File: src/design/fbdl_pkg.sv
// Shared constants, types and lookup functions of the feedback divider and lock detector
package fbdl_pkg;

   // -----------------------------------------------------------
   // Widths
   // -----------------------------------------------------------
   localparam int MAIN_W = 13;
   localparam int SWALLOW_W = 6;
   localparam int REF_W = 14;
   localparam int PCNT_W = 6;
   localparam int DIFF_W = 8;
   localparam int LCNT_W = 8;
   localparam int TAPS = 8;

   // -----------------------------------------------------------
   // Delay cell timing
   // -----------------------------------------------------------
   localparam int DELAY_SPAN_PS = 1000;
   localparam int CLK_PERIOD_PS = 5000;
   // Least step rounds up; a sub-cycle step still takes one cycle
   localparam int DELAY_STEP_CYCLES =
      ((DELAY_SPAN_PS / TAPS) + CLK_PERIOD_PS - 1) / CLK_PERIOD_PS;
   localparam int SR_LEN = TAPS * DELAY_STEP_CYCLES;
   localparam logic [2:0] DELAY_CODE_MAX = 3'h7;

   // -----------------------------------------------------------
   // Prescaler modes and moduli
   // -----------------------------------------------------------
   typedef enum logic [2:0] {
      MODE_FIXED_1 = 3'b000,
      MODE_FIXED_2 = 3'b001,
      MODE_FIXED_3 = 3'b010,
      MODE_DUAL_2 = 3'b011,
      MODE_DUAL_4 = 3'b100,
      MODE_DUAL_8 = 3'b101,
      MODE_DUAL_16 = 3'b110,
      MODE_DUAL_32 = 3'b111
   } fbdl_mode_t;

   localparam logic [PCNT_W-1:0] MOD_1 = 6'h01;
   localparam logic [PCNT_W-1:0] MOD_2 = 6'h02;
   localparam logic [PCNT_W-1:0] MOD_3 = 6'h03;
   localparam logic [PCNT_W-1:0] MOD_4 = 6'h04;
   localparam logic [PCNT_W-1:0] MOD_8 = 6'h08;
   localparam logic [PCNT_W-1:0] MOD_16 = 6'h10;
   localparam logic [PCNT_W-1:0] MOD_32 = 6'h20;
   localparam logic [PCNT_W-1:0] MOD_STEP = 6'h01;

   localparam logic [MAIN_W-1:0] MAIN_BYPASS = 13'h0001;
   localparam logic [REF_W-1:0] REF_DIV1_MAX = 14'h0001;
   localparam logic [1:0] RESYNC_CTRL_OFF = 2'h0;

   // -----------------------------------------------------------
   // Lock detector
   // -----------------------------------------------------------
   typedef enum logic [1:0] {
      PH_IDLE = 2'b00,
      PH_REF_LEAD = 2'b01,
      PH_FB_LEAD = 2'b10
   } fbdl_phase_t;

   localparam logic [DIFF_W-1:0] DIFF_START = 8'h01;
   localparam logic [DIFF_W-1:0] DIFF_MAX = 8'hFF;
   localparam logic [DIFF_W-1:0] LOCK_BASE_NARROW = 8'h02;
   localparam logic [DIFF_W-1:0] LOCK_BASE_WIDE = 8'h06;
   localparam logic [DIFF_W-1:0] UNLOCK_MARGIN = 8'h04;
   localparam logic [LCNT_W-1:0] LOCK_CYC_0 = 8'h05;
   localparam logic [LCNT_W-1:0] LOCK_CYC_1 = 8'h10;
   localparam logic [LCNT_W-1:0] LOCK_CYC_2 = 8'h40;
   localparam logic [LCNT_W-1:0] LOCK_CYC_3 = 8'hFF;

   typedef enum logic [1:0] {
      LOCK_PIN_LOW = 2'b00,
      LOCK_PIN_DIGITAL = 2'b01,
      LOCK_PIN_ANALOG_PD = 2'b10,
      LOCK_PIN_ANALOG_PU = 2'b11
   } fbdl_lock_pin_t;

   typedef enum logic [1:0] {
      PIN_LOW = 2'b00,
      PIN_LOCK = 2'b01,
      PIN_LOCK_N = 2'b10,
      PIN_HIGH = 2'b11
   } fbdl_pin_sel_t;

   function automatic logic [PCNT_W-1:0] presc_base(input fbdl_mode_t mode);
      unique case (mode)
         MODE_FIXED_1: return MOD_1;
         MODE_FIXED_2: return MOD_2;
         MODE_FIXED_3: return MOD_3;
         MODE_DUAL_2: return MOD_2;
         MODE_DUAL_4: return MOD_4;
         MODE_DUAL_8: return MOD_8;
         MODE_DUAL_16: return MOD_16;
         MODE_DUAL_32: return MOD_32;
      endcase
   endfunction

   function automatic logic is_fixed(input fbdl_mode_t mode);
      return mode inside {MODE_FIXED_1, MODE_FIXED_2, MODE_FIXED_3};
   endfunction

   function automatic logic [DIFF_W-1:0] lock_thr(input logic win, input logic [1:0] abp);
      return (win ? LOCK_BASE_WIDE : LOCK_BASE_NARROW) + DIFF_W'(abp);
   endfunction

   function automatic logic [LCNT_W-1:0] lock_cycles(input logic [1:0] sel);
      unique case (sel)
         2'h0: return LOCK_CYC_0;
         2'h1: return LOCK_CYC_1;
         2'h2: return LOCK_CYC_2;
         2'h3: return LOCK_CYC_3;
      endcase
   endfunction

endpackage

File: src/design/fbdl_prescaler.sv
// Fixed or dual-modulus prescaler counting oscillator ticks
`timescale 1ns/1ps
module fbdl_prescaler (
   input logic clk,
   input logic rst_n,
   input logic clear,
   input logic tick,
   input fbdl_pkg::fbdl_mode_t mode,
   input logic swallow,
   output logic pulse
);
   import fbdl_pkg::*;

   typedef struct packed {
      logic [PCNT_W-1:0] cnt;
      logic pulse;
   } fbdl_presc_state_t;

   fbdl_presc_state_t st_reg;
   fbdl_presc_state_t st_next;
   logic [PCNT_W-1:0] modulus;

   // -----------------------------------------------------------
   // Counter
   // -----------------------------------------------------------
   always_comb begin
      st_next = st_reg;
      st_next.pulse = 1'b0;
      // Modulus is compared on every tick; swallow has settled by the time the count reaches P-1, so a late swallow update is harmless
      modulus = presc_base(mode) + (swallow ? MOD_STEP : '0);
      if (clear) begin
         st_next.cnt = '0;
      end else if (tick) begin
         if (st_reg.cnt >= modulus - MOD_STEP) begin
            st_next.cnt = '0;
            st_next.pulse = 1'b1;
         end else begin
            st_next.cnt = st_reg.cnt + MOD_STEP;
         end
      end
   end

   always_ff @(posedge clk) begin
      if (!rst_n) begin
         st_reg <= '0;
      end else begin
         st_reg <= st_next;
      end
   end

   assign pulse = st_reg.pulse;

   // -----------------------------------------------------------
   // Checks
   // -----------------------------------------------------------
   AST_PRESC_FIXED1: assert property (@(posedge clk) disable iff (!rst_n)
      (mode == MODE_FIXED_1 && tick && !clear) |=> pulse)
      else $error("divide-by-one prescaler missed a tick");

   AST_PRESC_CAUSE: assert property (@(posedge clk) disable iff (!rst_n)
      pulse |-> ($past(tick) && !$past(clear)))
      else $error("prescaler pulse without a tick");

endmodule // fbdl_prescaler

File: src/design/fbdl_delay_cell.sv
// Optional programmable delay for a divider output pulse
`timescale 1ns/1ps
module fbdl_delay_cell (
   input logic clk,
   input logic rst_n,
   input logic en,
   input logic [2:0] code,
   input logic in_pulse,
   output logic out_pulse
);
   import fbdl_pkg::*;

   typedef struct packed {
      logic [SR_LEN-1:0] sr;
      logic out;
   } fbdl_delay_state_t;

   fbdl_delay_state_t st_reg;
   fbdl_delay_state_t st_next;

   // -----------------------------------------------------------
   // Tap line
   // -----------------------------------------------------------
   // Steps are whole core cycles, coarser than the analog cell
   always_comb begin
      st_next = st_reg;
      st_next.sr = {st_reg.sr[SR_LEN-2:0], in_pulse};
      st_next.out = en ? st_reg.sr[int'(code) * DELAY_STEP_CYCLES] : in_pulse;
   end

   always_ff @(posedge clk) begin
      if (!rst_n) begin
         st_reg <= '0;
      end else begin
         st_reg <= st_next;
      end
   end

   assign out_pulse = st_reg.out;

   // -----------------------------------------------------------
   // Checks
   // -----------------------------------------------------------
   AST_DELAY_MAX: assert property (@(posedge clk) disable iff (!rst_n)
      (en && code == DELAY_CODE_MAX && in_pulse) ##8 (en && code == DELAY_CODE_MAX)
      |=> out_pulse)
      else $error("longest delay tap did not deliver the pulse");

   AST_DELAY_OFF: assert property (@(posedge clk) disable iff (!rst_n)
      (!en && in_pulse) |=> out_pulse)
      else $error("bypassed delay cell lost a pulse");

endmodule // fbdl_delay_cell

File: src/design/fbdl_top.sv
// Feedback divider, reference divider, delay cells and lock detector of the synthesizer loop
//
// Overview of operation
// - Prescaler divides fixed 1/2/3, or dual modulus P/P+1 for P=2/4/8/16/32.
// - Dual modulus total ratio equals P times main count plus swallow count, while swallow count does not exceed main count.
// - Fixed-divide mode ignores swallow count; ratio is P times main count.
// - Mode combinations reach every integer ratio from 1 to 262175.
// - Main count of one bypasses counters; ratio equals the prescaler setting.
// - Own reset or shared reset bit holds swallow and main counters; not self-clearing.
// - Resync pin, when enabled, resets reference, swallow and main counters together.
// - Each divider output passes an optional three-bit programmable delay cell.
// - Lock declared after programmed run of cycles below the lock threshold.
// - Lock drops on one cycle above the wider unlock threshold.
// - Window bit and antibacklash setting choose the lock and unlock widths.
// - Digital lock routed through per-pin muxes to lock, status, monitor pins.
// - Analog lock pin offers open-drain pull-down and pull-up pulse variants.
// - Fourteen-bit reference divider; programmed zero and one both divide by one.
`timescale 1ns/1ps
module fbdl_top (
   input logic CORE_CLK,
   input logic RST_N,
   input logic VCO_TICK,
   input logic REF_TICK,
   input logic RESYNC_N,
   input fbdl_pkg::fbdl_mode_t PRESCALE_MODE,
   input logic [fbdl_pkg::MAIN_W-1:0] MAIN_COUNT,
   input logic [fbdl_pkg::SWALLOW_W-1:0] SWALLOW_COUNT,
   input logic [fbdl_pkg::REF_W-1:0] REF_COUNT,
   input logic FB_CNT_RESET,
   input logic REF_CNT_RESET,
   input logic SHARED_CNT_RESET,
   input logic [1:0] RESYNC_RESET_CTRL,
   input logic REF_DELAY_EN,
   input logic [2:0] REF_DELAY_CODE,
   input logic FB_DELAY_EN,
   input logic [2:0] FB_DELAY_CODE,
   input logic LOCK_WINDOW_SEL,
   input logic [1:0] ANTIBACKLASH_SEL,
   input logic [1:0] LOCK_COUNT_SEL,
   input fbdl_pkg::fbdl_lock_pin_t LOCK_PIN_SEL,
   input fbdl_pkg::fbdl_pin_sel_t STATUS_PIN_SEL,
   input fbdl_pkg::fbdl_pin_sel_t MONITOR_PIN_SEL,
   output logic REF_PHASE_PULSE,
   output logic FB_PHASE_PULSE,
   output logic DIGITAL_LOCK_INDICATOR,
   output logic LOCK_INDICATOR_PIN_O,
   output logic LOCK_INDICATOR_PIN_OE,
   output logic STATUS_PIN_O,
   output logic REFERENCE_MONITOR_PIN_O
);
   import fbdl_pkg::*;

   typedef struct packed {
      logic [REF_W-1:0] r_cnt;
      logic ref_raw;
      logic [MAIN_W-1:0] b_cnt;
      logic fb_raw;
      fbdl_phase_t phase;
      logic [DIFF_W-1:0] diff_cnt;
      logic [LCNT_W-1:0] lock_cnt;
      logic locked;
      logic lock_o;
      logic lock_oe;
      logic status_o;
      logic monitor_o;
   } fbdl_top_state_t;

   fbdl_top_state_t st_reg;
   fbdl_top_state_t st_next;

   logic sync_rst;
   logic n_clear;
   logic r_clear;
   logic fixed;
   logic bypass;
   logic swallow;
   logic presc_pulse;
   logic ref_p;
   logic fb_p;
   logic lead_p;
   logic lag_p;
   logic meas_v;
   logic [DIFF_W-1:0] meas_d;
   logic [DIFF_W-1:0] thr_lock;
   logic [DIFF_W-1:0] thr_unlock;
   logic [LCNT_W-1:0] lock_last;

   function automatic logic pin_mux(input fbdl_pin_sel_t sel, input logic lk);
      unique case (sel)
         PIN_LOW: return 1'b0;
         PIN_LOCK: return lk;
         PIN_LOCK_N: return !lk;
         PIN_HIGH: return 1'b1;
      endcase
   endfunction

   // -----------------------------------------------------------
   // Counter resets and mode decode
   // -----------------------------------------------------------
   // Resync pin is a level reset; it holds the counters while low
   assign sync_rst = (RESYNC_RESET_CTRL != RESYNC_CTRL_OFF) && !RESYNC_N;
   assign n_clear = FB_CNT_RESET || SHARED_CNT_RESET || sync_rst;
   assign r_clear = REF_CNT_RESET || SHARED_CNT_RESET || sync_rst;
   assign fixed = is_fixed(PRESCALE_MODE);
   assign bypass = (MAIN_COUNT <= MAIN_BYPASS);
   // First swallow-count pulses of each main cycle use P+1
   assign swallow = !fixed && !bypass && (MAIN_W'(SWALLOW_COUNT) > st_reg.b_cnt);

   assign thr_lock = lock_thr(LOCK_WINDOW_SEL, ANTIBACKLASH_SEL);
   assign thr_unlock = thr_lock + UNLOCK_MARGIN;
   assign lock_last = lock_cycles(LOCK_COUNT_SEL) - 1'b1;

   fbdl_prescaler u_presc (
      .clk(CORE_CLK),
      .rst_n(RST_N),
      .clear(n_clear),
      .tick(VCO_TICK),
      .mode(PRESCALE_MODE),
      .swallow(swallow),
      .pulse(presc_pulse)
   );

   fbdl_delay_cell u_ref_delay (
      .clk(CORE_CLK),
      .rst_n(RST_N),
      .en(REF_DELAY_EN),
      .code(REF_DELAY_CODE),
      .in_pulse(st_reg.ref_raw),
      .out_pulse(ref_p)
   );

   fbdl_delay_cell u_fb_delay (
      .clk(CORE_CLK),
      .rst_n(RST_N),
      .en(FB_DELAY_EN),
      .code(FB_DELAY_CODE),
      .in_pulse(st_reg.fb_raw),
      .out_pulse(fb_p)
   );

   // -----------------------------------------------------------
   // Dividers, phase timing and lock
   // -----------------------------------------------------------
   always_comb begin
      st_next = st_reg;
      meas_v = 1'b0;
      meas_d = '0;
      lead_p = 1'b0;
      lag_p = 1'b0;
      st_next.ref_raw = 1'b0;
      st_next.fb_raw = 1'b0;

      if (r_clear) begin
         st_next.r_cnt = '0;
      end else if (REF_TICK) begin
         if (REF_COUNT <= REF_DIV1_MAX || st_reg.r_cnt >= REF_COUNT - 1'b1) begin
            st_next.r_cnt = '0;
            st_next.ref_raw = 1'b1;
         end else begin
            st_next.r_cnt = st_reg.r_cnt + 1'b1;
         end
      end

      // Main counter counts prescaler pulses; ratio is P*B + A in dual modes with A <= B, P*B in fixed modes
      if (n_clear) begin
         st_next.b_cnt = '0;
      end else if (presc_pulse) begin
         if (bypass || st_reg.b_cnt >= MAIN_COUNT - 1'b1) begin
            st_next.b_cnt = '0;
            st_next.fb_raw = 1'b1;
         end else begin
            st_next.b_cnt = st_reg.b_cnt + 1'b1;
         end
      end

      unique case (st_reg.phase)
         PH_IDLE: begin
            if (ref_p && fb_p) begin
               meas_v = 1'b1;
            end else if (ref_p) begin
               st_next.phase = PH_REF_LEAD;
               st_next.diff_cnt = DIFF_START;
            end else if (fb_p) begin
               st_next.phase = PH_FB_LEAD;
               st_next.diff_cnt = DIFF_START;
            end
         end
         PH_REF_LEAD, PH_FB_LEAD: begin
            lead_p = (st_reg.phase == PH_REF_LEAD) ? ref_p : fb_p;
            lag_p = (st_reg.phase == PH_REF_LEAD) ? fb_p : ref_p;
            if (lag_p) begin
               meas_v = 1'b1;
               meas_d = st_reg.diff_cnt;
               st_next.phase = PH_IDLE;
            end else if (lead_p) begin
               // Second leading edge with no partner counts as a gross error
               meas_v = 1'b1;
               meas_d = DIFF_MAX;
               st_next.diff_cnt = DIFF_START;
            end else if (st_reg.diff_cnt != DIFF_MAX) begin
               st_next.diff_cnt = st_reg.diff_cnt + 1'b1;
            end
         end
         default: begin
            st_next.phase = PH_IDLE;
         end
      endcase

      if (meas_v) begin
         if (st_reg.locked) begin
            if (meas_d > thr_unlock) begin
               st_next.locked = 1'b0;
               st_next.lock_cnt = '0;
            end
         end else if (meas_d < thr_lock) begin
            if (st_reg.lock_cnt >= lock_last) begin
               st_next.locked = 1'b1;
               st_next.lock_cnt = '0;
            end else begin
               st_next.lock_cnt = st_reg.lock_cnt + 1'b1;
            end
         end else begin
            st_next.lock_cnt = '0;
         end
      end

      // Analog indication pulses for the whole phase error interval
      unique case (LOCK_PIN_SEL)
         LOCK_PIN_LOW: begin
            st_next.lock_o = 1'b0;
            st_next.lock_oe = 1'b1;
         end
         LOCK_PIN_DIGITAL: begin
            st_next.lock_o = st_next.locked;
            st_next.lock_oe = 1'b1;
         end
         LOCK_PIN_ANALOG_PD: begin
            st_next.lock_o = 1'b0;
            st_next.lock_oe = (st_next.phase != PH_IDLE);
         end
         LOCK_PIN_ANALOG_PU: begin
            st_next.lock_o = 1'b1;
            st_next.lock_oe = (st_next.phase != PH_IDLE);
         end
      endcase
      st_next.status_o = pin_mux(STATUS_PIN_SEL, st_next.locked);
      st_next.monitor_o = pin_mux(MONITOR_PIN_SEL, st_next.locked);
   end

   always_ff @(posedge CORE_CLK) begin
      if (!RST_N) begin
         st_reg <= '0;
      end else begin
         st_reg <= st_next;
      end
   end

   assign REF_PHASE_PULSE = ref_p;
   assign FB_PHASE_PULSE = fb_p;
   assign DIGITAL_LOCK_INDICATOR = st_reg.locked;
   assign LOCK_INDICATOR_PIN_O = st_reg.lock_o;
   assign LOCK_INDICATOR_PIN_OE = st_reg.lock_oe;
   assign STATUS_PIN_O = st_reg.status_o;
   assign REFERENCE_MONITOR_PIN_O = st_reg.monitor_o;

   // -----------------------------------------------------------
   // Checks
   // -----------------------------------------------------------
   AST_FIXED_NO_SWALLOW: assert property (@(posedge CORE_CLK) disable iff (!RST_N)
      fixed |-> !swallow)
      else $error("swallow active in fixed-divide mode");

   AST_BYPASS_NO_SWALLOW: assert property (@(posedge CORE_CLK) disable iff (!RST_N)
      (bypass && presc_pulse && !n_clear) |-> (!swallow ##1 st_reg.fb_raw))
      else $error("bypassed main counter did not pass the prescaler pulse");

   AST_MAIN_HELD: assert property (@(posedge CORE_CLK) disable iff (!RST_N)
      n_clear [*2] |=> (!st_reg.fb_raw && st_reg.b_cnt == '0))
      else $error("main counter ran while held in reset");

   AST_RESYNC_CLEARS: assert property (@(posedge CORE_CLK) disable iff (!RST_N)
      (!RESYNC_N && RESYNC_RESET_CTRL != RESYNC_CTRL_OFF)
      |=> (st_reg.r_cnt == '0 && st_reg.b_cnt == '0))
      else $error("resync pin did not clear both dividers");

   AST_REF_DIV1: assert property (@(posedge CORE_CLK) disable iff (!RST_N)
      (REF_COUNT <= REF_DIV1_MAX && REF_TICK && !r_clear) |=> st_reg.ref_raw)
      else $error("reference count of zero or one did not divide by one");

   AST_LOCK_RUN: assert property (@(posedge CORE_CLK) disable iff (!RST_N)
      $rose(st_reg.locked) |-> ($past(st_reg.lock_cnt) >= $past(lock_last)
      && $past(meas_v) && $past(meas_d) < $past(thr_lock)))
      else $error("lock declared without the programmed run of good cycles");

   AST_UNLOCK: assert property (@(posedge CORE_CLK) disable iff (!RST_N)
      (st_reg.locked && meas_v && meas_d > thr_unlock) |=> !st_reg.locked)
      else $error("lock kept after a cycle beyond the unlock window");

   AST_HOLD: assert property (@(posedge CORE_CLK) disable iff (!RST_N)
      (st_reg.locked && !(meas_v && meas_d > thr_unlock)) |=> st_reg.locked)
      else $error("lock dropped without a cycle beyond the unlock window");

   AST_HYSTERESIS: assert property (@(posedge CORE_CLK) disable iff (!RST_N)
      thr_unlock > thr_lock)
      else $error("unlock window not wider than lock window");

   AST_LOCK_PIN_DIGITAL: assert property (@(posedge CORE_CLK) disable iff (!RST_N)
      (LOCK_PIN_SEL == LOCK_PIN_DIGITAL)
      |=> (LOCK_INDICATOR_PIN_OE && LOCK_INDICATOR_PIN_O == DIGITAL_LOCK_INDICATOR))
      else $error("lock pin does not follow the digital lock");

   AST_LOCK_PIN_ANALOG: assert property (@(posedge CORE_CLK) disable iff (!RST_N)
      (LOCK_PIN_SEL == LOCK_PIN_ANALOG_PD)
      |=> (!LOCK_INDICATOR_PIN_O && LOCK_INDICATOR_PIN_OE == (st_reg.phase != PH_IDLE)))
      else $error("pull-down analog lock pin not pulsing with phase error");

   COV_LOCK: cover property (@(posedge CORE_CLK) disable iff (!RST_N)
      $rose(st_reg.locked));
   COV_UNLOCK: cover property (@(posedge CORE_CLK) disable iff (!RST_N)
      $fell(st_reg.locked));
   COV_SWALLOW_CYCLE: cover property (@(posedge CORE_CLK) disable iff (!RST_N)
      swallow ##[1:200] st_reg.fb_raw);
   COV_FB_LEAD: cover property (@(posedge CORE_CLK) disable iff (!RST_N)
      st_reg.phase == PH_FB_LEAD ##1 st_reg.phase == PH_IDLE);

endmodule // fbdl_top

File: config.mk
export PLATFORM = sky130hd
export DESIGN_NAME = fbdl_top
export DESIGN_NICKNAME = d
export VERILOG_FILES = /design/src/design/fbdl_pkg.sv /design/src/design/fbdl_prescaler.sv /design/src/design/fbdl_delay_cell.sv /design/src/design/fbdl_top.sv
export SDC_FILE = /design/constraint.sdc
export NUM_CORES = 1
export LEC_CHECK = 0
export BUFFER_PORTS_ARGS = -buffer_cell sky130_fd_sc_hd__buf_2
export CAP_MARGIN = 20
export CORE_MARGIN = 2
export CORE_UTILIZATION = 59
export CTS_CLUSTER_SIZE = 12
export DETAILED_ROUTE_END_ITERATION = 8
export PLACE_DENSITY = 0.86
export SLEW_MARGIN = 5
export SYNTH_ARGS = -nofsm -noshare
export SYNTH_HDL_FRONTEND = slang
export SYNTH_HIERARCHICAL = 1
export SYNTH_SLANG_ARGS = --single-unit
File: constraint.sdc
create_clock -name CORE_CLK -period 4.6 [get_ports CORE_CLK]
set_clock_uncertainty 0.2 [all_clocks]
set_input_delay 0 -clock CORE_CLK [delete_from_list [all_inputs] [get_ports CORE_CLK]]
set_output_delay 0 -clock CORE_CLK [all_outputs]
set_load 0.01 [all_outputs]
# After elaboration in Yosys (flattened, before gate mapping)
# Memory sizes are Yosys's and may differ from the RTL's.
# Index checks and enable logic that the tools add are counted.
word_totals:
  register_bits: 77
  latch_bits: 0
  ram_bits: 0
  romBits: 48
  inputBits: 65
  wordCells: 143
  mem_count: 1
mem_list:
  columns: ["memory", "depth", "width", "read_ports", "rd_clocked_by_memory_dff", "write_ports", "line_no", "rtl"]
  rows:
  - ["(name not given)", 8, 6, 1, 0, 0, "fbdl_pkg.sv:87", "unique case (mode)"]
classes:
  n_addsub: 12
  n_mul: 0
  n_div: 0
  n_lt_le_gt_ge: 11
  eq_ne: 22
  n_shift: 0
  mux: 43
  bitwise_logic: 4
  n_reduce_logical: 32
ops:
  columns: ["op", "count"]
  rows:
  - ["8-bit 2-to-1 mux", 8]
  - ["8-bit case mux with 4 select lines", 1]
  - ["10-bit 2-to-1 mux", 3]
  - ["2-bit equality test, second input constant", 9]
  - ["9-bit 2-to-1 mux", 2]
  - ["8-bit by 1-bit adder with 8-bit output, second input constant", 2]
  - ["1-bit 2-to-1 mux", 16]
  - ["8-bit case mux with 2 select lines", 1]
  - ["14-bit by 1-bit adder with 14-bit output, second input constant", 1]
  - ["14-bit >= comparator", 1]
  - ["14-bit by 1-bit <= comparator with 1-bit output, second input constant", 1]
  - ["14-bit 2-to-1 mux", 1]
  - ["14-bit by 1-bit subtractor with 14-bit output, second input constant", 1]
  - ["13-bit by 1-bit adder with 13-bit output, second input constant", 1]
  - ["13-bit >= comparator", 1]
  - ["6-bit by 13-bit greater-than comparator with 1-bit output", 1]
  - ["13-bit by 1-bit <= comparator with 1-bit output, second input constant", 1]
  - ["13-bit 2-to-1 mux", 1]
  - ["13-bit by 1-bit subtractor with 13-bit output, second input constant", 1]
  - ["2-bit by 1-bit equality test with 1-bit output, second input constant", 5]
  - ["2-bit logical NOT", 5]
  - ["3-bit OR reduction", 3]
  - ["8-bit >= comparator", 1]
  - ["8-bit by 5-bit greater-than comparator with 1-bit output", 1]
  - ["34 further kinds", 56]

# Longest topological paths before layout
# Gate-level depths: netlist of run 1.
logic_depth:
  ltp_word: 11
  ltp_mapped: 18

# Cells and area by module
# The synthesis of run 1 kept the hierarchy.
modules_own_cells:
  columns: ["mod", "instances", "cells_each", "area_each_um2"]
  rows:
  - ["fbdl_top", 1, 505, 4269.1]
  - ["fbdl_delay_cell", 2, 25, 305.3]
  - ["fbdl_prescaler", 1, 59, 554.3]

# Least setup slack after synthesis of run 1
# Ideal clock, no wire load.
synth_path:
  kind: "register to register"
  start: "register, netlist name st_reg[25]"
  end: "register u_presc.st_reg, in the netlist u_presc/pulse"
  t_arrival_ns: 3.523
  slack_ns: 0.755
  path_stages_with_launch: 18
  cell_sequence: "dfxtp_1 inv_1 ha_1 nor2b_1 o21a_1 o21a_1 o21a_1 o21ai_0 a2111oi_0 inv_1 ha_1 mux2_2 a21oi_1 ha_1 a21oi_1 a2bb2oi_2 o31ai_4 nor2b_1"
synth_lines:
  columns: ["element", "line_no", "rtl"]
  rows:
  - ["end signal: assignment", "fbdl_prescaler.sv:47", "st_reg <= st_next;"]
  - ["end: declaration", "fbdl_prescaler.sv:19", "fbdl_presc_state_t st_reg;"]

==> results of run 1 <==
[Yosys cell counts, drive strengths merged, types with 4 or more instances]
master  number
a21o        10
a21oi       21
and2        19
and3         8
buf          5
dfxtp       77
ha          77
inv         41
mux2         6
mux2i       10
nand2       36
nand2b       7
nand3       21
nand3b       4
nand4       14
nor2        69
nor2b        7
nor3        18
nor4         8
o211ai       5
o21a        10
o21ai       19
o31ai        6
or4          4
xnor2       34
xor2        28
[metrics by stage]
stage / total power, mW / setup WS (ns) / area (um^2) / std cells
after floorplan: 0.833 / 0.755 / 5430 / 614
after global placement: 0.897 / 0.920 / 5880 / 789
after detailed placement: 0.910 / 0.715 / 5880 / 789
after CTS: 1.54 / 0.489 / 6350 / 828
after global routing: 1.60 / 0.208 / 6350 / 828
final: 1.53 / 0.488 / 6350 / 828
[power by group through the flow]
stage               clock (mW)  combinational (mW)  sequential [mW]
floorplan                    0               0.139            0.694
global placement             0               0.202            0.694
detailed placement           0               0.215            0.695
CTS                      0.627               0.231            0.679
global route             0.659               0.257            0.680
finish                   0.622               0.232            0.679
[layout make-up]
| cell class | count | share of cell area, % |
|---|---|---|
| multi-input combinational | 488 | 57.9 |
| sequential | 77 | 24.3 |
| timing repair buffer | 95 | 9.33 |
| inverter | 41 | 2.42 |
| tap | 111 | 2.19 |
| clock buffer | 9 | 1.95 |
| clock inverter | 7 | 1.93 |
[layer usage]
layer | global-route usage [%] | vias up | wire [um]
met1 | 26.7 | 2182 | 5020
met4 | 9.17 | 0 | 291
met5 | 0 | - | 0
met2 | 44.5 | 108 | 6040
li1 | - | 2368 | -
met3 | 3.48 | 27 | 404
[worst max-delay path: stages, from the launching register on]
cell and delay [ns]:
dfxtp_1 0.44, inv_1 0.07, ha_1 0.40, inv_1 0.13
a21o_1 0.22, nor2_1 0.22, o21a_1 0.20, ha_1 0.25
and3_1 0.19, and3_1 0.18, a21oi_1 0.24, o21ai_0 0.16
a32oi_2 0.38, mux2i_1 0.22, dlygate4sd3_1 0.55
[placed cells by master, fill, tap and decap left out, types with 4 or more instances in the layout]
cell type / synthesis / final
xor2_1: 28 / 28
nand2_1: 36 / 36
and3_1: 8 / 8
o21a_1: 10 / 10
nand3_1: 20 / 20
nor2_1: 69 / 69
xnor2_1: 34 / 34
clkbuf_8: 0 / 9
inv_1: 41 / 41
nand4_1: 14 / 14
o21ai_0: 18 / 18
a21oi_1: 19 / 19
buf_2: 1 / 71
mux2i_1: 9 / 9
dlygate4sd3_1: 0 / 23
nor3_1: 15 / 15
dfxtp_1: 77 / 77
a21o_1: 10 / 10
nand3b_1: 4 / 4
o211ai_1: 4 / 4
nor4_1: 7 / 7
mux2_2: 6 / 6
nand2b_1: 7 / 7
nor2b_1: 7 / 7
and2_1: 19 / 19
ha_1: 77 / 77
[path summary, 6_finish.rpt]
path                                  end  slack [ns]
setup / recovery  REFERENCE_MONITOR_PIN_O        0.49
hold reg to reg     u_fb_delay/st_next[3]        0.26
setup reg to reg  REFERENCE_MONITOR_PIN_O        0.49
hold / removal                 st_reg[49]        0.06
[logic make-up (layout without fill, tap and decap cells)]
group / count (synthesis) / after routing / share of synthesized area (%)
AND/OR/NAND/NOR: 233 / 233 / 22.5
adder cells (fa/ha/maj): 77 / 77 / 17.7
multiplexers: 18 / 18 / 4.14
buffers and inverters: 49 / 152 / 3.89
AO/OA/AOI/OAI: 98 / 98 / 13.4
flip-flops: 77 / 77 / 28.4
XOR/XNOR: 62 / 62 / 9.99
[repair_timing]
action                                  CTS  global route
hold buffers                             23             0
hold endpoints to repair                 32             0
gates resized for setup                   0             0
endpoints found under the setup margin    0             0
==> impl_results.md, run 1 <==
- Post-DP HPWL: roughly 9000 um
- Slew @ Worst Pin: 0.939 ns
- Final #Nets: about 850
- Worst min path class: in -> reg
- Slew Limit Fails: 0
- Initial antenna violation count: 0
- Max Cap Violations: 0
- Leakage: 2.74 nW
- Drt pass-1 iters: 4
- Core Area: 9060 um^2
- Clock Sinks: 77
- Largest net degree at the start of global routing: 36
- Post-DRT Antenna Nets: 0
- Top post-synthesis cells by area: dfxtp_1 28%, ha_1 18%, xnor2_1 5.5%
- Req. time, crit path: 4.70 ns
- Area delta synth->final: 16.9%
- Worst Path Max Fanout: 7
- Netlist cell types: 65
- Crit Path Category: reg -> reg
- Area leader, netlist: dfxtp_1
- Num CTS Buffers: 9
- Final hold vios: 0
- Slew HR: 37.0%
- Initial Util: 59.9%
- Iteration-0 DRC Markers: 128
- Overall via count from detail_route: 4685
- Reg power frac: between 40 and 50%
- Peak supply drop: 155 uV
- Post-CTS Setup Bufs: 0
- IO buf count: 71
- Final period util: 89.4%
- Min cycle time layout: 4.11 ns
- Start point of the critical path: st_reg[21]
- Final WL: 11800 um
- All-layer global routing usage: 23.6%
- Die width: 100 um
- Final setup viols: 0
- TritonCTS clock tree: done
- Global placer's final weighted congestion: around 0.9
- Routed len/inst: 14.2 um
- Syn Nets: 756
- Clk pwr share: ~41%
- Clock buffer depth: 2
- Layout cell share with drive strength beyond 1: roughly 16%
- CTS clock-pin slew for the worst setup and hold paths: 0.09 ns
- Antenna cells: 0
- Startpoint Class: flip-flop
- Final Core Density: 70.1%
- Sw Ratio: 25.4%
- Post-Synthesis Cells: 614
- Min-delay src: SHARED_CNT_RESET
- Vias per inst: 5.66
- Die Ht: ~100 um
- Avg Cell Area, Syn: ~8.9 um^2
- Clock latency on the worst-skew pair: about 0.35 ns
- Most used DFF post-synth: dfxtp_1
- Status: finished clean
- Yosys top cell area share: 28.4%
- Number of flops mapped to enable cells by yosys: 0
- First-pass GRT wire length: 19500 um
- Unrepaired setup endpoints after global routing: false
- Multi-input logic area: 3680 um^2
- Netlist area before placement: 5430 um^2
- Grt ovf: 0
- Critical R2R Launch: st_reg[21]
- Clock Tree Root: clkbuf_8
- Post-synth ARST share: 0%
- Int Pwr: between 1 and 1.5 mW
- FP Rows: 35
- Hold_ws: 0.0585 ns
- Worst r2r path cells: 14
- Flip-flop count of the largest register after layout: 47
- Power density cells: 241 nW/um^2
- Critical Path Sink Type: flip-flop
- WHS Path Cells: 5
- #FFs+latches synth: 77
- Arr. time, crit path: 4.21 ns
- Register Area: 1540 um^2
- Post-route DRC: 0
- Gate power share: 15.1%
- Die area: around 10000 um^2
- Maximum clock frequency: 243 MHz
- Vias in the first global route: 4651
- Ports: 72
- Fillers: 695
- P_sw: a little under 400 uW
- Syn. warnings: 6
- Fin Setup TNS: 0 ns
- H-Tree Depth: 3
- Sequential element share of the synthesized area: roughly 28%
No activity file was read; power rests on OpenSTA's default activity.
==> inputs of run 2 (changes only) <==
CORE_UTILIZATION = 25   (was 59)
PLACE_DENSITY = 0.46   (was 0.86)
==> run 2 against run 1 <==
  * Cell count increased by 19%
  * Combinational power decreased by 3%
  * Via count fell by 6.6%
  * Clock-buffer cell count rose by 3
  * Flip-flop and latch count unchanged
  * Critical path type unchanged
  * Wire length down 0.57%
  * Largest power group is now clock
  * Global-route usage down 13 points
  * Highest routed layer unchanged
  * Die area up 130%
  * Register-to-register slack improved by 0.13 ns
  * Fmax up 3.3%
==> impl_results.md, run 2 (same netlist as run 1, synthesis figures left out) <==
- Status: finished clean
- Startpoint Class: flip-flop
- Antenna cells: 0
- Maximum clock frequency: between 200 and 300 MHz
- Dpl ws: 0.793 ns
- Initial antenna violation count: 0
- Post-DP HPWL: about 9000 um
- Crit path cell chain: inv_1 -> ha_1 -> inv_1 -> a21o_1 -> nor2_1 -> o21a_1 -> ha_1 -> and3_1 -> and3_1 -> a21oi_1 -> o21ai_0 -> a32oi_2 -> mux2i_1 -> dlygate4sd3_1
- Final WL: ~12000 um
- Slew Limit Fails: 0
- Post-CTS Setup Bufs: 0
- TritonCTS clock tree: done
- First-pass GRT wire length: around 20000 um
- CP max-delay cell: dlygate4sd3_1
- Clock buffer depth: 2
- Initial Util: between 20 and 30%
- Routed len/inst: approximately 12 um
- Min cycle time layout: 3.98 ns
- Die width: roughly 150 um
- H-Tree Depth: 3
- Final #Nets: 850
- WHS Path Cells: 2
- Max Cap Violations: 0
- Iteration-0 DRC Markers: approximately 130
- Crit Path Category: reg -> reg
- Critical Path Sink Type: flip-flop
- Req. time, crit path: 4.69 ns
- Overall via count from detail_route: 4374
- Core Area: 21200 um^2
- Die Ht: 151 um
- Vias per inst: between 4 and 5
- Grt ovf: 0
- IO buf count: 71
- Post-route DRC: 0
- Slew @ Worst Pin: 0.708 ns
- Clock Sinks: 77
- Most frequent cells in the layout: 77 x dfxtp_1, 77 x ha_1, 71 x buf_2
- Die area: 22900 um^2
- Num CTS Buffers: 9
- Drt pass-1 iters: 4
- Final period util: 86.6%
- Vias in the first global route: roughly 4300
- Clock latency on the worst-skew pair: 0.34 ns
- Slowest stage delay, CP: 0.55 ns
- Global placer's final weighted congestion: 0.755
- Largest net degree at the start of global routing: 36
- Post-DRT Antenna Nets: 0
- Final setup viols: 0
- Arr. time, crit path: 4.07 ns
- Worst min path class: in -> reg
- Power density cells: 247 nW/um^2
- Final hold vios: 0
- Worst r2r path cells: 14
- Worst Path Max Fanout: 7
- Fin Setup TNS: 0 ns
- Unrepaired setup endpoints after global routing: false
- Ports: 72
- FP Rows: 53
- Clock Tree Root: clkbuf_16
- Peak supply drop: 140 uV
- CTS clock-pin slew for the worst setup and hold paths: approximately 0.06 ns
- Flip-flop count of the largest register after layout: 47
- Slew HR: 52.6%
- Area delta synth->final: 20.8%
- Layout cell share with drive strength beyond 1: 16.2%
- Final Worst Setup Slack: between 0.6 and 0.7 ns
- All-layer global routing usage: 10.9%
- Leakage: 2.75 nW
run 2: changes by cell type in the layout (fill, tap and decap cells not counted), sizes merged:
| cell | delta |
|---|---|
| clkinvlp | -1 |
| buf | +1 |
| dlygate4sd3 | -5 |
| inv | -1 |
| clkbuf | +3 |
| bufinv | -2 |
run 2: critical path: cells and delay by family, from the launching register on:
family          cells  cell delay [ns]
simple gates        3             0.55
buf+inv             3             0.75
fa+ha+maj           2             0.64
flops               1             0.44
compound gates      5             1.13
mux                 1             0.21
run 2: path summary, 6_finish.rpt:
kind	startpoint	endpoint	slack, ns
worst max-delay path	st_reg[21]	REFERENCE_MONITOR_PIN_O	0.62
worst min-delay path	RST_N	DIGITAL_LOCK_INDICATOR	0.03
worst max register to register	st_reg[21]	REFERENCE_MONITOR_PIN_O	0.62
worst min register to register	u_fb_delay/st_next[3]	u_fb_delay/st_next[4]	0.24
run 2: layer usage:
metal	wire (um)	track usage [%]	vias up
met3	474	2.41	7
met5	0	0	-
met2	5100	17.2	86
met1	5980	14.6	1924
li1	-	-	2357
met4	140	3.79	0
run 2: report_power, final:
| group | switching [mW] | internal, mW |
|---|---|---|
| clock | 0.286 | 0.434 |
| sequential | 0.00645 | 0.673 |
| combinational | 0.119 | 0.105 |
run 2: what timing repair did:
item | 4_1_cts | 5_1_grt
hold buffers | 18 | 0
hold endpoints to repair | 26 | 0
gates resized for setup | 0 | 0
run 2: through the flow:
stage / power, mW / hold slack (ns) / instance area [um^2] / utilization [%] / cells
6_report: 1.62 / 0.0338 / 6560 / 31.0 / 987
4_1_cts: 1.66 / 0.0332 / 6560 / 31.0 / 987
5_1_grt: 1.71 / 0.0791 / 6560 / 31.0 / 987
3_5_place_dp: 0.910 / 0.0277 / 6090 / 28.8 / 954
3_3_place_gp: 0.912 / 0.0297 / 6090 / 28.8 / 954
2_1_floorplan: 0.833 / -0.0998 / 5430 / - / 614
run 2: area by class of cell:
class | instances | area [um^2]
multi-input cells | 488 | 3680
well taps | 275 | 344
repair buffers | 91 | 551
clock inverters | 3 | 46.3
inverters | 41 | 154
fillers | 2248 | 14600
flip-flops and latches | 77 | 1540
clock buffers | 12 | 246
==> inputs of run 3 (changes only) <==
RECOVER_POWER = 100   (was default)
==> run 3 against run 2 <==
  * Global-route usage stayed put
  * Power is 0.43% lower
  * Critical path type unchanged
  * Critical path depth stayed put
  * Die area stayed put
  * First-iteration DRC count is 4.7% higher
  * Flip-flop and latch count stayed put
  * Non-clock buffer count stayed put
==> impl_results.md, run 3 (same netlist as run 1, synthesis figures left out) <==
- Status: finished clean
- Dpl ws: about 0.8 ns
- Worst min path class: in -> reg
- Peak supply drop: roughly 140 uV
- Post-route DRC: 0
- IO buf count: 71
- Hold_ws: 0.0184 ns
- Num CTS Buffers: 9
- Slowest stage delay, CP: 0.55 ns
- First-pass GRT wire length: around 20000 um
- Vias in the first global route: between 4000 and 5000
- Crit path cell chain: inv_1 -> ha_1 -> inv_1 -> a21o_1 -> nor2_1 -> o21a_1 -> ha_1 -> and3_1 -> and3_1 -> a21oi_1 -> o21ai_0 -> a32oi_1 -> mux2i_1 -> dlygate4sd3_1
- Power Total: 1.62 mW
- Worst r2r path cells: 14
- Reg power frac: about two fifths
- Fillers: between 2000 and 2500
- Maximum clock frequency: 246 MHz
- Drt pass-1 iters: 4
- Startpoint Class: flip-flop
- Layout cell share with drive strength beyond 1: 13.3%
- All-layer global routing usage: around 11%
- WHS Path Cells: 2
- P_sw: ~400 uW
- Post-DRT Antenna Nets: 0
- Core Area: between 20000 and 25000 um^2
- Global placer's final weighted congestion: between 0.7 and 0.8
- Sw Ratio: between 20% and 30%
- Final #Nets: 850
- Int Pwr: ~1.2 mW
- Fin Setup TNS: 0 ns
- Gate power share: 13.4%
- Fin area: approximately 6500 um^2
- Reg2Reg Capture Point: REFERENCE_MONITOR_PIN_O
- Post-cts resize count: 0
- Arr. time, crit path: 4.15 ns
- Max Cap Violations: 0
- Clock Sinks: 77
- Slew HR: a little under a fifth
- Clock Tree Root: clkbuf_16
- Final setup viols: 0
- Grt ovf: 0
- Reg-to-reg slack, setup: approximately 0.53 ns
- Iteration-0 DRC Markers: 135
- Routed len/inst: 11.9 um
- Register Area: 1540 um^2
- Slew @ Worst Pin: 1.21 ns
- WHS Endpoint: DIGITAL_LOCK_INDICATOR
- Power density cells: between 200 and 250 nW/um^2
- Placed Instances: 954
- Leakage: 2.70 nW
- Critical Path Sink Type: flip-flop
- Delay-heaviest family, CP: compound AO/OA/AOI/OAI gates
- TritonCTS clock tree: done
- Final period util: between 80 and 90%
- Worst Path Max Fanout: 7
- Final Worst Setup Slack: 0.534 ns
- CP max-delay cell: dlygate4sd3_1
- Clock latency on the worst-skew pair: 0.34 ns
- Critical R2R Launch: st_reg[21]
- Clock buffer depth: 2
- Initial Util: between 20% and 30%
- Die area: 22900 um^2
- Final WL: 11700 um
- Initial antenna violation count: 0
- Worst path bufs/invs: 3
- Area delta synth->final: 19.4%
- Ports: 72
- Area post-placement: slightly above 6000 um^2
- Largest net degree at the start of global routing: 36
- Overall via count from detail_route: 4384
- Vias per inst: 4.44
- H-Tree Depth: 3
- Final Core Density: 30.7%
- Die Ht: about 150 um
- Min cycle time layout: 4.07 ns
- Post-DP HPWL: approximately 9000 um
- Req. time, crit path: 4.69 ns
- Multi-input logic area: 3620 um^2
- Unrepaired setup endpoints after global routing: false
- Non-Filler Instances: ~1000
- FP Rows: 53
- Post-CTS Setup Bufs: 0
- Crit Path Category: reg -> reg
- Most frequent cells in the layout: 77 x dfxtp_1, 77 x ha_1, 69 x nor2_1
- CTS clock-pin slew for the worst setup and hold paths: about 0.060 ns
- Slew Limit Fails: 0
- Final hold vios: 0
- Clk pwr share: 44.6%
- Flip-flop count of the largest register after layout: 47
- Antenna cells: 0
- Min-delay src: RST_N
- Die width: 151 um
[run 3: cell types whose count changed in the layout (fill, tap and decap cells not counted), moves of 2 or more]
cell	previous run	this run
and2_1	19	16
clkbuf_1	2	12
nor3_2	3	1
nor3_1	15	17
buf_2	71	62
and2_0	0	3
[run 3: worst max path at each step]
stage                     startpoint                       to  slack [ns]  depth (start not counted)
after detailed placement  st_reg[25]        u_presc/st_reg[1]        0.79                         18
after floorplan           st_reg[25]            u_presc/pulse        0.75                         17
final                     st_reg[21]  REFERENCE_MONITOR_PIN_O        0.53                         14
after global placement    st_reg[25]            u_presc/pulse        0.83                         18
after CTS                 st_reg[21]  REFERENCE_MONITOR_PIN_O        0.60                         14
after global routing      st_reg[21]             STATUS_PIN_O        0.14                         14
[run 3: worst register-to-register path, cell delays in order (launching register included)]
cell and delay (ns):
dfxtp_1 0.44, inv_1 0.07, ha_1 0.38, inv_1 0.13, a21o_1 0.21, nor2_1 0.19
o21a_1 0.19, ha_1 0.24, and3_1 0.18, and3_1 0.18, a21oi_1 0.25, o21ai_0 0.14
a32oi_1 0.43, mux2i_1 0.23, dlygate4sd3_1 0.55
[run 3: layout make-up]
class	count	share of cell area, %
multi-input combinational	488	55.8
sequential	77	23.8
timing repair buffer	91	8.26
tap	275	5.30
clock buffer	12	3.80
inverter	41	2.37
clock inverter	3	0.714
[run 3: what timing repair did]
action | CTS | global route
hold buffers | 18 | 0
hold endpoints to repair | 26 | 0
endpoints found under the setup margin | 0 | 0
[run 3: power by group through the flow]
stage / logic [mW] / clock network (mW) / registers [mW]
2_1_floorplan: 0.139 / 0 / 0.694
3_3_place_gp: 0.217 / 0 / 0.695
5_1_grt: 0.250 / 0.773 / 0.681
6_report: 0.217 / 0.721 / 0.680
4_1_cts: 0.228 / 0.748 / 0.680
3_5_place_dp: 0.216 / 0 / 0.694
[run 3: metal layers]
metal / GRT usage, % / vias up / part of all wire (%)
li1: - / 2359 / -
met1: 14.6 / 1932 / 51
met2: 17.2 / 85 / 43
met3: 2.41 / 8 / 4.0
met4: 3.79 / 0 / 1.2
met5: 0 / - / 0
